[src/pkg/sipo_latch_pkg.sv]
// package for the serial-in parallel-out latch block
`default_nettype none
package sipo_latch_pkg;
  localparam int unsigned STAGES = 8;
  localparam logic [7:0] SHIFT_RESET = 8'h00;
  localparam logic [7:0] STORE_RESET = 8'h00;

  typedef struct packed {
    logic serial_in;
    logic shift_clock;
    logic storage_clock;
    logic shift_clear_n;
    logic output_enable_n;
  } pins_t;

  // pins start at their idle levels: clocks low, clear and enable inactive
  localparam pins_t      SYNC_RESET  = 5'h03;
  localparam logic [7:0] FLOAT_RESET = 8'h00;

  typedef enum logic [1:0] {
    EDGE_IDLE = 2'b01,
    EDGE_SEEN = 2'b10
  } edge_state_t;
endpackage
`default_nettype wire

[src/rtl/serial_in_parallel_out_latch8.sv]
// serial-in parallel-out shift register with three-state storage register
// Function
// eight-stage shift register feeds an eight-bit storage register driving outputs
// shift and storage clocks act on rising edges only
// direct clear forces every shift stage to zero, independent of shift clock
// common clocks: storage captures pre-edge shift state, lagging one pulse
// parallel outputs are three-state under a dedicated output enable
// enable high floats outputs; low drives storage; registers unaffected
// clear low holds shift register cleared, overriding shifts; storage untouched
// shift edge loads serial in to first stage, others take previous stage
// storage edge loads all stages in parallel regardless of clear and enable
// cascade output always shows last shift stage, ignoring output enable
`default_nettype none
module serial_in_parallel_out_latch8
  import sipo_latch_pkg::*;
(
  input  wire logic       REF_CLK_I,
  input  wire logic       RSTN_I,
  input  wire logic       CLK_EN_I,
  input  wire logic       SERIAL_IN_I,
  input  wire logic       SHIFT_CLOCK_I,
  input  wire logic       STORAGE_CLOCK_I,
  input  wire logic       SHIFT_CLEAR_N_I,
  input  wire logic       OUTPUT_ENABLE_N_I,
  output logic [7:0]      PARALLEL_OUT_O,
  output logic [7:0]      PARALLEL_OE_O,
  output logic            CASCADE_OUT_O
);

  pins_t       meta_r;
  pins_t       meta_nxt;
  pins_t       sync_r;
  pins_t       sync_nxt;
  pins_t       prev_r;
  pins_t       prev_nxt;
  logic [7:0]  shift_r;
  logic [7:0]  shift_nxt;
  logic [7:0]  store_r;
  logic [7:0]  store_nxt;
  logic [7:0]  drive_r;
  logic [7:0]  drive_nxt;
  logic [7:0]  oe_r;
  logic [7:0]  oe_nxt;
  logic        shift_rise;
  logic        store_rise;

  function automatic logic rising(input logic now_v, input logic was_v);
    rising = now_v & ~was_v;
  endfunction

  // one shift step: stage 0 takes the serial bit, the rest move up
  function automatic logic [7:0] shift_step(input logic [7:0] stages_v, input logic bit_v);
    shift_step = {stages_v[6:0], bit_v};
  endfunction

  function automatic logic [7:0] spread_enable(input logic enable_n_v);
    spread_enable = {8{~enable_n_v}};
  endfunction

  // two-flop synchroniser, then previous-value stage for edge detection
  always_comb begin
    meta_nxt.serial_in       = SERIAL_IN_I;
    meta_nxt.shift_clock     = SHIFT_CLOCK_I;
    meta_nxt.storage_clock   = STORAGE_CLOCK_I;
    meta_nxt.shift_clear_n   = SHIFT_CLEAR_N_I;
    meta_nxt.output_enable_n = OUTPUT_ENABLE_N_I;
    sync_nxt = meta_r;
    prev_nxt = sync_r;
  end

  always_ff @(posedge REF_CLK_I or negedge RSTN_I) begin
    if (!RSTN_I) begin
      // idle pin levels, so release shows no false edge
      meta_r <= SYNC_RESET;
      sync_r <= SYNC_RESET;
      prev_r <= SYNC_RESET;
    end else if (CLK_EN_I) begin
      meta_r <= meta_nxt;
      sync_r <= sync_nxt;
      prev_r <= prev_nxt;
    end
  end

  // edges come from the synchronised copy against its previous sample
  assign shift_rise = rising(sync_r.shift_clock, prev_r.shift_clock);
  assign store_rise = rising(sync_r.storage_clock, prev_r.storage_clock);

  // shift group: a held clear wins over any shift edge
  always_comb begin
    shift_nxt = shift_r;
    if (!sync_r.shift_clear_n) begin
      shift_nxt = SHIFT_RESET;
    end else if (shift_rise) begin
      shift_nxt = shift_step(shift_r, sync_r.serial_in);
    end
  end

  always_ff @(posedge REF_CLK_I or negedge RSTN_I) begin
    if (!RSTN_I) begin
      shift_r <= SHIFT_RESET;
    end else if (CLK_EN_I) begin
      shift_r <= shift_nxt;
    end
  end

  // storage group: takes the stages as they stood before this edge
  always_comb begin
    store_nxt = store_r;
    if (store_rise) begin
      store_nxt = shift_r;
    end
  end

  always_ff @(posedge REF_CLK_I or negedge RSTN_I) begin
    if (!RSTN_I) begin
      store_r <= STORE_RESET;
    end else if (CLK_EN_I) begin
      store_r <= store_nxt;
    end
  end

  // output group: pins follow storage, the enable never touches registers
  always_comb begin
    drive_nxt = store_nxt;
    oe_nxt    = spread_enable(sync_r.output_enable_n);
  end

  always_ff @(posedge REF_CLK_I or negedge RSTN_I) begin
    if (!RSTN_I) begin
      drive_r <= STORE_RESET;
      oe_r    <= FLOAT_RESET;
    end else if (CLK_EN_I) begin
      drive_r <= drive_nxt;
      oe_r    <= oe_nxt;
    end
  end

  assign PARALLEL_OUT_O = drive_r;
  assign PARALLEL_OE_O  = oe_r;
  assign CASCADE_OUT_O  = shift_r[7];

  // shift register checks
  chk_clear_holds_zero: assert property (@(posedge REF_CLK_I) disable iff (!RSTN_I)
    (CLK_EN_I && !sync_r.shift_clear_n) |=> (shift_r == 8'h00))
    else $error("shift register not cleared");

  chk_clear_wins: assert property (@(posedge REF_CLK_I) disable iff (!RSTN_I)
    (CLK_EN_I && !sync_r.shift_clear_n && shift_rise) |=> (shift_r == 8'h00))
    else $error("shift edge beat the clear");

  chk_shift_moves: assert property (@(posedge REF_CLK_I) disable iff (!RSTN_I)
    (CLK_EN_I && sync_r.shift_clear_n && shift_rise) |=>
      (shift_r == {$past(shift_r[6:0]), $past(sync_r.serial_in)}))
    else $error("shift step wrong");

  chk_no_fall_shift: assert property (@(posedge REF_CLK_I) disable iff (!RSTN_I)
    (CLK_EN_I && sync_r.shift_clear_n && !shift_rise) |=> $stable(shift_r))
    else $error("shift changed without rising edge");

  chk_cascade_shifts: assert property (@(posedge REF_CLK_I) disable iff (!RSTN_I)
    (CLK_EN_I && sync_r.shift_clear_n && shift_rise) |=> (CASCADE_OUT_O == $past(shift_r[6])))
    else $error("cascade did not take stage six");

  chk_cascade_last: assert property (@(posedge REF_CLK_I) disable iff (!RSTN_I)
    (CASCADE_OUT_O == shift_r[7]))
    else $error("cascade not last stage");

  // storage register checks
  chk_store_loads: assert property (@(posedge REF_CLK_I) disable iff (!RSTN_I)
    (CLK_EN_I && store_rise) |=> (store_r == $past(shift_r)))
    else $error("storage load wrong");

  chk_store_stable: assert property (@(posedge REF_CLK_I) disable iff (!RSTN_I)
    (CLK_EN_I && !store_rise) |=> $stable(store_r))
    else $error("storage changed without edge");

  chk_store_lags: assert property (@(posedge REF_CLK_I) disable iff (!RSTN_I)
    (CLK_EN_I && store_rise && shift_rise && sync_r.shift_clear_n) |=>
      ((store_r == $past(shift_r)) && (shift_r[7:1] == store_r[6:0])))
    else $error("storage did not lag shift");

  chk_clear_spares_store: assert property (@(posedge REF_CLK_I) disable iff (!RSTN_I)
    (CLK_EN_I && !sync_r.shift_clear_n && !store_rise) |=> $stable(store_r))
    else $error("clear touched storage");

  // parallel output checks
  chk_out_follows: assert property (@(posedge REF_CLK_I) disable iff (!RSTN_I)
    (PARALLEL_OUT_O == store_r))
    else $error("outputs differ from storage");

  chk_drive_loads: assert property (@(posedge REF_CLK_I) disable iff (!RSTN_I)
    (CLK_EN_I && store_rise) |=> (PARALLEL_OUT_O == $past(shift_r)))
    else $error("parallel outputs did not load");

  chk_enable_map: assert property (@(posedge REF_CLK_I) disable iff (!RSTN_I)
    CLK_EN_I |=> (PARALLEL_OE_O == {8{~$past(sync_r.output_enable_n)}}))
    else $error("output enable wrong");

  chk_oe_uniform: assert property (@(posedge REF_CLK_I) disable iff (!RSTN_I)
    (PARALLEL_OE_O == 8'h00) || (PARALLEL_OE_O == 8'hff))
    else $error("output enables differ");

  // synchroniser and clock enable checks
  chk_sync_chain: assert property (@(posedge REF_CLK_I) disable iff (!RSTN_I)
    CLK_EN_I |=> (sync_r == $past(meta_r)))
    else $error("synchroniser skipped a stage");

  chk_freeze_holds: assert property (@(posedge REF_CLK_I) disable iff (!RSTN_I)
    !CLK_EN_I |=> ($stable(shift_r) && $stable(store_r) && $stable(oe_r) && $stable(sync_r)))
    else $error("state moved while clock enable low");

  // main scenarios
  cov_shift: cover property (@(posedge REF_CLK_I) disable iff (!RSTN_I)
    shift_rise && sync_r.shift_clear_n);
  cov_store: cover property (@(posedge REF_CLK_I) disable iff (!RSTN_I)
    store_rise);
  cov_tied: cover property (@(posedge REF_CLK_I) disable iff (!RSTN_I)
    store_rise && shift_rise);
  cov_float: cover property (@(posedge REF_CLK_I) disable iff (!RSTN_I)
    PARALLEL_OE_O == 8'h00 ##1 PARALLEL_OE_O == 8'hff);
  cov_resume: cover property (@(posedge REF_CLK_I) disable iff (!RSTN_I)
    !CLK_EN_I ##1 CLK_EN_I);

endmodule
`default_nettype wire

[config.mk]
export PLATFORM = sky130hd
export DESIGN_NAME = serial_in_parallel_out_latch8
export DESIGN_NICKNAME = d
export VERILOG_FILES = /design/src/pkg/sipo_latch_pkg.sv /design/src/rtl/serial_in_parallel_out_latch8.sv
export SDC_FILE = /design/constraint.sdc
export NUM_CORES = 1
export LEC_CHECK = 0
export BUFFER_PORTS_ARGS = -buffer_cell sky130_fd_sc_hd__clkbuf_2
export CAP_MARGIN = 20
export CORE_MARGIN = 2
export CORE_UTILIZATION = 47
export DETAILED_ROUTE_END_ITERATION = 16
export PLACE_DENSITY_LB_ADDON = 0.3
export SLEW_MARGIN = 10
export SYNTH_ARGS = -nofsm -noshare
export SYNTH_HDL_FRONTEND = slang
export SYNTH_SLANG_ARGS = --single-unit
[constraint.sdc]
create_clock -name REF_CLK_I -period 1 [get_ports REF_CLK_I]
set_input_delay 0.1 -clock REF_CLK_I [delete_from_list [all_inputs] [get_ports REF_CLK_I]]
set_output_delay 0.1 -clock REF_CLK_I [all_outputs]
set_load 0.05 [all_outputs]
==> results of run 1 <==
[path summary, 6_finish.rpt]
path	from	end	slack, ps
max	PARALLEL_OE_O[0]	PARALLEL_OE_O[4]	-100
min	CLK_EN_I	shift_r[7]	240
max reg2reg	prev_r[3]	shift_r[3]	-80
min reg2reg	meta_r[4]	meta_r[4]	510
max in group asynchronous	RSTN_I	meta_r[1]	390
min in group asynchronous	RSTN_I	PARALLEL_OE_O[0]	300
[flip-flops by register name, summed over array words and instances (netlist names)]
register and count:
shift_r 8, PARALLEL_OE_O 1, prev_nxt 5, meta_r 5, store_r 8, prev_r 2
[cell type report]
cell class	count	area, um2	area share [%]
clock buffer	7	65.1	3.65
clock inverter	1	5.00	0.281
inverter	2	7.51	0.421
multi-input combinational	53	513	28.8
sequential	29	734	41.2
tap	30	37.5	2.11
timing repair buffer	43	419	23.5
[per-layer routing]
metal | track usage (%) | up-vias | share of wire [%]
met1 | 23.1 | 439 | 42
li1 | - | 404 | -
met5 | 0 | - | 0
met2 | 30.1 | 37 | 51
met3 | 7.26 | 2 | 6.1
met4 | 8.01 | 0 | 0.98
[cell usage in the layout, fill, tap and decap left out]
master and n:
nor2b_4 1, buf_8 10, dfstp_2 4, clkbuf_2 7
buf_4 16, o211ai_1 1, clkinv_1 1, mux2_2 19
o221ai_2 1, inv_1 1, clkbuf_8 2, o21ai_1 7
a2bb2oi_1 1, a2bb2oi_2 5, clkinv_2 1, o21ai_0 1
dfrtp_2 3, nand2_1 6, nand2_4 4, nand4_1 2
dlygate4sd3_1 6, nand2_2 3, buf_12 1, buf_6 3
dfrtp_1 22, nand3b_4 2, clkbuf_4 5
[timing repair]
action / in CTS / in global routing
setup buffers: 6 / 1
hold endpoints to repair: 30 / 0
hold buffers: 6 / 0
gates resized for setup: 53 / 28
setup endpoints to repair: 30 / 33
pin swaps: 8 / 5
cloned: 2 / 0
[report_power, final]
part,total [mW],internal (mW),switching (mW)
Sequential,1.66,1.42,0.237
Clock,0.808,0.407,0.402
Combinational,1.61,0.741,0.871
[per-stage QoR]
| step | hold slack (ps) | setup TNS [ps] | setup slack [ps] | instance area, um2 | utilization (%) |
|---|---|---|---|---|---|
| 6_report | 243 | -1350 | -99.6 | 1780 | 71.9 |
| 3_3_place_gp | 121 | -134 | -28.2 | 1370 | 55.2 |
| 3_5_place_dp | 122 | -385 | -45.4 | 1370 | 55.2 |
| 5_1_grt | 262 | -2670 | -153 | 1780 | 71.9 |
| 4_1_cts | 209 | -1620 | -128 | 1740 | 70.1 |
| 2_1_floorplan | -196 | 0 | 6.40 | 1240 | - |
[kinds of logic (layout without fill, tap and decap cells)]
| group | Yosys count | in the layout |
|---|---|---|
| and+or+nand+nor | 17 | 18 |
| muxes | 19 | 19 |
| DFF | 29 | 29 |
| AOI/OAI and AO/OA | 16 | 16 |
| buffers and inverters | 13 | 53 |
==> impl_metrics.env, run 1 <==
export IMPL_tightest_slew_ps=363
export IMPL_maxCapViolCount=0
export IMPL_overflow=0
export IMPL_cp_start_kind="flop"
export IMPL_io_pins=25
export IMPL_yosys_top_cells_area="dfrtp_1 51%, mux2_2 17%, dfstp_2 8.5%"
export IMPL_rows=18
export IMPL_viasPerCell=5.35
export IMPL_cp_top_family="flip-flops"
export IMPL_grtUsageTotal_pct=19.0
export IMPL_required_ps=900
export IMPL_syn_num_nets=102
export IMPL_yosysWarningCount=0
export IMPL_timing_hold_worst_path_depth=3
export IMPL_start_util_pct=49.9
export IMPL_critPathArrivalTime_ps=1000
export IMPL_fin_nets=142
export IMPL_clkTransAtPathRegs_ps=90
export IMPL_path_class="reg -> out"
export IMPL_synth_top_family_by_area="multiplexers"
export IMPL_layout_setup_ws_ps=-99.6
export IMPL_finalClockSkew_ps=5.47
export IMPL_synth_top_area_cell="dfrtp_1"
export IMPL_root_buffer="clkbuf_4"
export IMPL_leakagePower_nw=0.850
export IMPL_port_buffer_count=24
export IMPL_setup_viol=23
export IMPL_end_kind="output pin"
export IMPL_syn_to_final_growth_pct=44.1
export IMPL_max_freq_ghz=0.909
export IMPL_cts_tree="yes"
export IMPL_worst_skew_pair_late_latency_ps=330
export IMPL_synth_top_flop_cell="dfrtp_1"
export IMPL_rsz0062_at_grt="yes"
export IMPL_slew_violations=0
export IMPL_cpMaxStageDelayCell="dfrtp_2"
export IMPL_first_pass_iters=4
export IMPL_syn_area_mm2=0.00124
export IMPL_worst_path_stages=1
export IMPL_die_y_um=55.3
export IMPL_grt_start_max_net_pins=30
export IMPL_synth_compound_area_share_pct=8.81
export IMPL_fin_crit_sh_pct=110
export IMPL_grt_pass1_vias=947
export IMPL_antenna_found_initial=0
export IMPL_antennaDiodeCount=0
export IMPL_die_area_mm2=0.00306
export IMPL_drt_wl_total_um=2550
export IMPL_ys_ff_latch=29
export IMPL_cts_sinks=29
export IMPL_fillers=166
export IMPL_synthAdderAreaFrac_pct=0
export IMPL_dieWidth_um=55.3
export IMPL_synth_xor_area_share_pct=0
export IMPL_drt_iter0_markers=23
export IMPL_ff2ff_path_depth=4
export IMPL_ant_nets=0
export IMPL_syn_area_per_cell_um2=13.2
export IMPL_netlist_instances=94
export IMPL_drc_errors=0
export IMPL_synth_edff_count=0
export IMPL_dpl_hpwl_um=1350
export IMPL_crit_buf_inv=1
export IMPL_hp_class="in -> reg"
export IMPL_seq_area_frac_synth_pct=59.1
export IMPL_avgRoutedWirePerCell_um=15.5
export IMPL_synthTopCellsByCount="25 x dfrtp_1, 19 x mux2_2, 13 x nand2_1"
export IMPL_htree_levels=2
export IMPL_yosysMostFrequentCell="dfrtp_1"
export IMPL_crit_path_max_incr_delay_ps=460
export IMPL_synth_top_area_share_pct=50.6
export IMPL_dp_cells=143
export IMPL_slew_headroom_pct=75.8
export IMPL_drive_above_1_share_pct=64.4
export IMPL_finalHoldViolations=0
export IMPL_synthMuxAreaShare_pct=17.3
export IMPL_crit_chain="buf_4"
export IMPL_violations="setup timing"
export IMPL_synth_simple_area_share_pct=7.09
export IMPL_fin_crit_ps=1100
export IMPL_status="finished with violations"
export IMPL_peakVddDrop_uv=1740
export IMPL_place_congestion=0.802
export IMPL_async_flop_share_pct=100
export IMPL_clockBufferDepth=2
export IMPL_numCtsBuffers=5
export IMPL_ys_types=16
export IMPL_power_density_mw_per_mm2=2290
export IMPL_vias=882
export IMPL_core_mm2=0.00248
export IMPL_finalPower_mw=4.08
export IMPL_crit_fanout=9
export IMPL_fin_cells=165
export IMPL_grt_pass1_wl_um=4460
Power figures use the tool's default switching activity.
==> run 2, diff against run 1 <==
Settings changed: CORE_MARGIN 2 to 5.
==> impl_metrics.env, run 2 (synthesis gave the netlist of run 1 again) <==
export IMPL_numCtsBuffers=5
export IMPL_critPathArrivalTime_ps=1360
export IMPL_fin_crit_sh_pct=111
export IMPL_start_util_pct=49.4
export IMPL_tightest_slew_ps=447
export IMPL_drive_above_1_share_pct=66.7
export IMPL_antennaDiodeCount=0
export IMPL_cts_sinks=29
export IMPL_dpl_hpwl_um=1520
export IMPL_final_common_cell="dfrtp_1"
export IMPL_dpl_cell_area_mm2=0.00137
export IMPL_drc_errors=0
export IMPL_clkTransAtPathRegs_ps=90
export IMPL_slew_headroom_pct=70.2
export IMPL_violations="setup timing"
export IMPL_drt_wl_total_um=2590
export IMPL_required_ps=1250
export IMPL_worst_skew_pair_late_latency_ps=320
export IMPL_power_density_mw_per_mm2=2210
export IMPL_slew_violations=0
export IMPL_tns_ps=-1400
export IMPL_place_congestion=0.820
export IMPL_path_class="reg -> reg"
export IMPL_grt_pass1_wl_um=3890
export IMPL_finalHoldViolations=0
export IMPL_die_area_mm2=0.00376
export IMPL_vias=859
export IMPL_antenna_found_initial=0
export IMPL_port_buffer_count=24
export IMPL_syn_to_final_growth_pct=46.1
export IMPL_avgRoutedWirePerCell_um=15.7
export IMPL_rsz0062_at_grt="yes"
export IMPL_design_area_mm2=0.00181
export IMPL_cp_start_kind="flop"
export IMPL_reg_top3="shift_r (8), store_r (8)"
export IMPL_htree_levels=2
export IMPL_ant_nets=0
export IMPL_layout_setup_ws_ps=-111
export IMPL_cts_tree="yes"
export IMPL_peakVddDrop_uv=1660
export IMPL_finalClockSkew_ps=11.1
export IMPL_root_buffer="clkbuf_4"
export IMPL_status="finished with violations"
export IMPL_maxCapViolCount=0
export IMPL_core_mm2=0.00250
export IMPL_io_pins=25
export IMPL_overflow=0
export IMPL_viasPerCell=5.21
export IMPL_first_pass_iters=4
export IMPL_rows=18
export IMPL_grt_start_max_net_pins=20
export IMPL_layout_common_cells="22 x dfrtp_1, 18 x mux2_2, 15 x buf_4, 9 x buf_8"
export IMPL_dieWidth_um=61.3
export IMPL_clockBufferDepth=2
export IMPL_finalPower_mw=3.99
export IMPL_final_util_pct=72.2
export IMPL_crit_fanout=6
export IMPL_leakagePower_nw=0.879
export IMPL_setup_viol=23
export IMPL_fin_crit_ps=1110
export IMPL_grtUsageTotal_pct=15.0
export IMPL_grt_pass1_vias=853
export IMPL_end_kind="flop"
export IMPL_fin_nets=142
export IMPL_max_freq_ghz=0.900
export IMPL_hp_class="in -> reg"
export IMPL_drt_iter0_markers=18
export IMPL_die_y_um=61.3
export IMPL_pre_cts_ws_ps=-91.9
==> run 2: changes by cell type in the layout (fill, tap and decap cells not counted), sizes merged <==
| cell | change |
|---|---|
| dlygate4sd3 | -1 |
| clkinv | +1 |
==> run 2: power by group <==
group	total [mW]	internal, mW	switching (mW)
combinational	1.65	0.770	0.879
clock	0.665	0.267	0.398
sequential	1.67	1.42	0.251
total	3.99	2.46	1.53
==> run 2: worst paths after layout <==
path / start / to / slack (ps) / cells past startpoint
max: prev_nxt[1] / shift_r[6] / -110 / 4
min: OUTPUT_ENABLE_N_I / meta_r[0] / 30 / 2
max reg2reg: prev_nxt[1] / shift_r[6] / -110 / 4
min reg2reg: meta_r[3] / meta_r[3] / 510 / 1
max in group asynchronous: RSTN_I / shift_r[4] / 280 / 3
min in group asynchronous: RSTN_I / prev_r[3] / 240 / 2
==> run 2: critical path, stage by stage, from the launching register on <==
cell       delay, ps
dfstp_2          580
buf_12           150
nand2_4           50
a2bb2oi_2        140
o21ai_1          110
==> run 2: metal layers <==
layer | routed length, um | track usage [%]
met5 | 0 | 0
met1 | 1050 | 16.9
met2 | 1310 | 24.8
met4 | 71 | 6.50
met3 | 166 | 6.29
==> run 2: layout make-up <==
| cell class | count | area (um2) |
|---|---|---|
| clock buffer | 6 | 41.3 |
| clock inverter | 2 | 10.0 |
| fill | 163 | 694 |
| inverter | 2 | 7.51 |
| multi-input combinational | 53 | 543 |
| sequential | 29 | 734 |
| tap | 30 | 37.5 |
| timing repair buffer | 43 | 432 |
==> run 2: what timing repair did <==
action | CTS | global route
hold buffers | 3 | 2
cloned | 1 | 1
resized for setup | 39 | 46
setup buffers | 5 | 1
pin swaps | 3 | 5
endpoints found under the hold margin | 15 | 2
endpoints found under the setup margin | 31 | 33
==> run 2: stage by stage <==
step           cells  hold slack (ps)
2_1_floorplan     94             -196
5_1_grt          165             17.6
6_report         165             25.1
3_5_place_dp     144             66.1
4_1_cts          161             3.38
3_3_place_gp     144             62.1
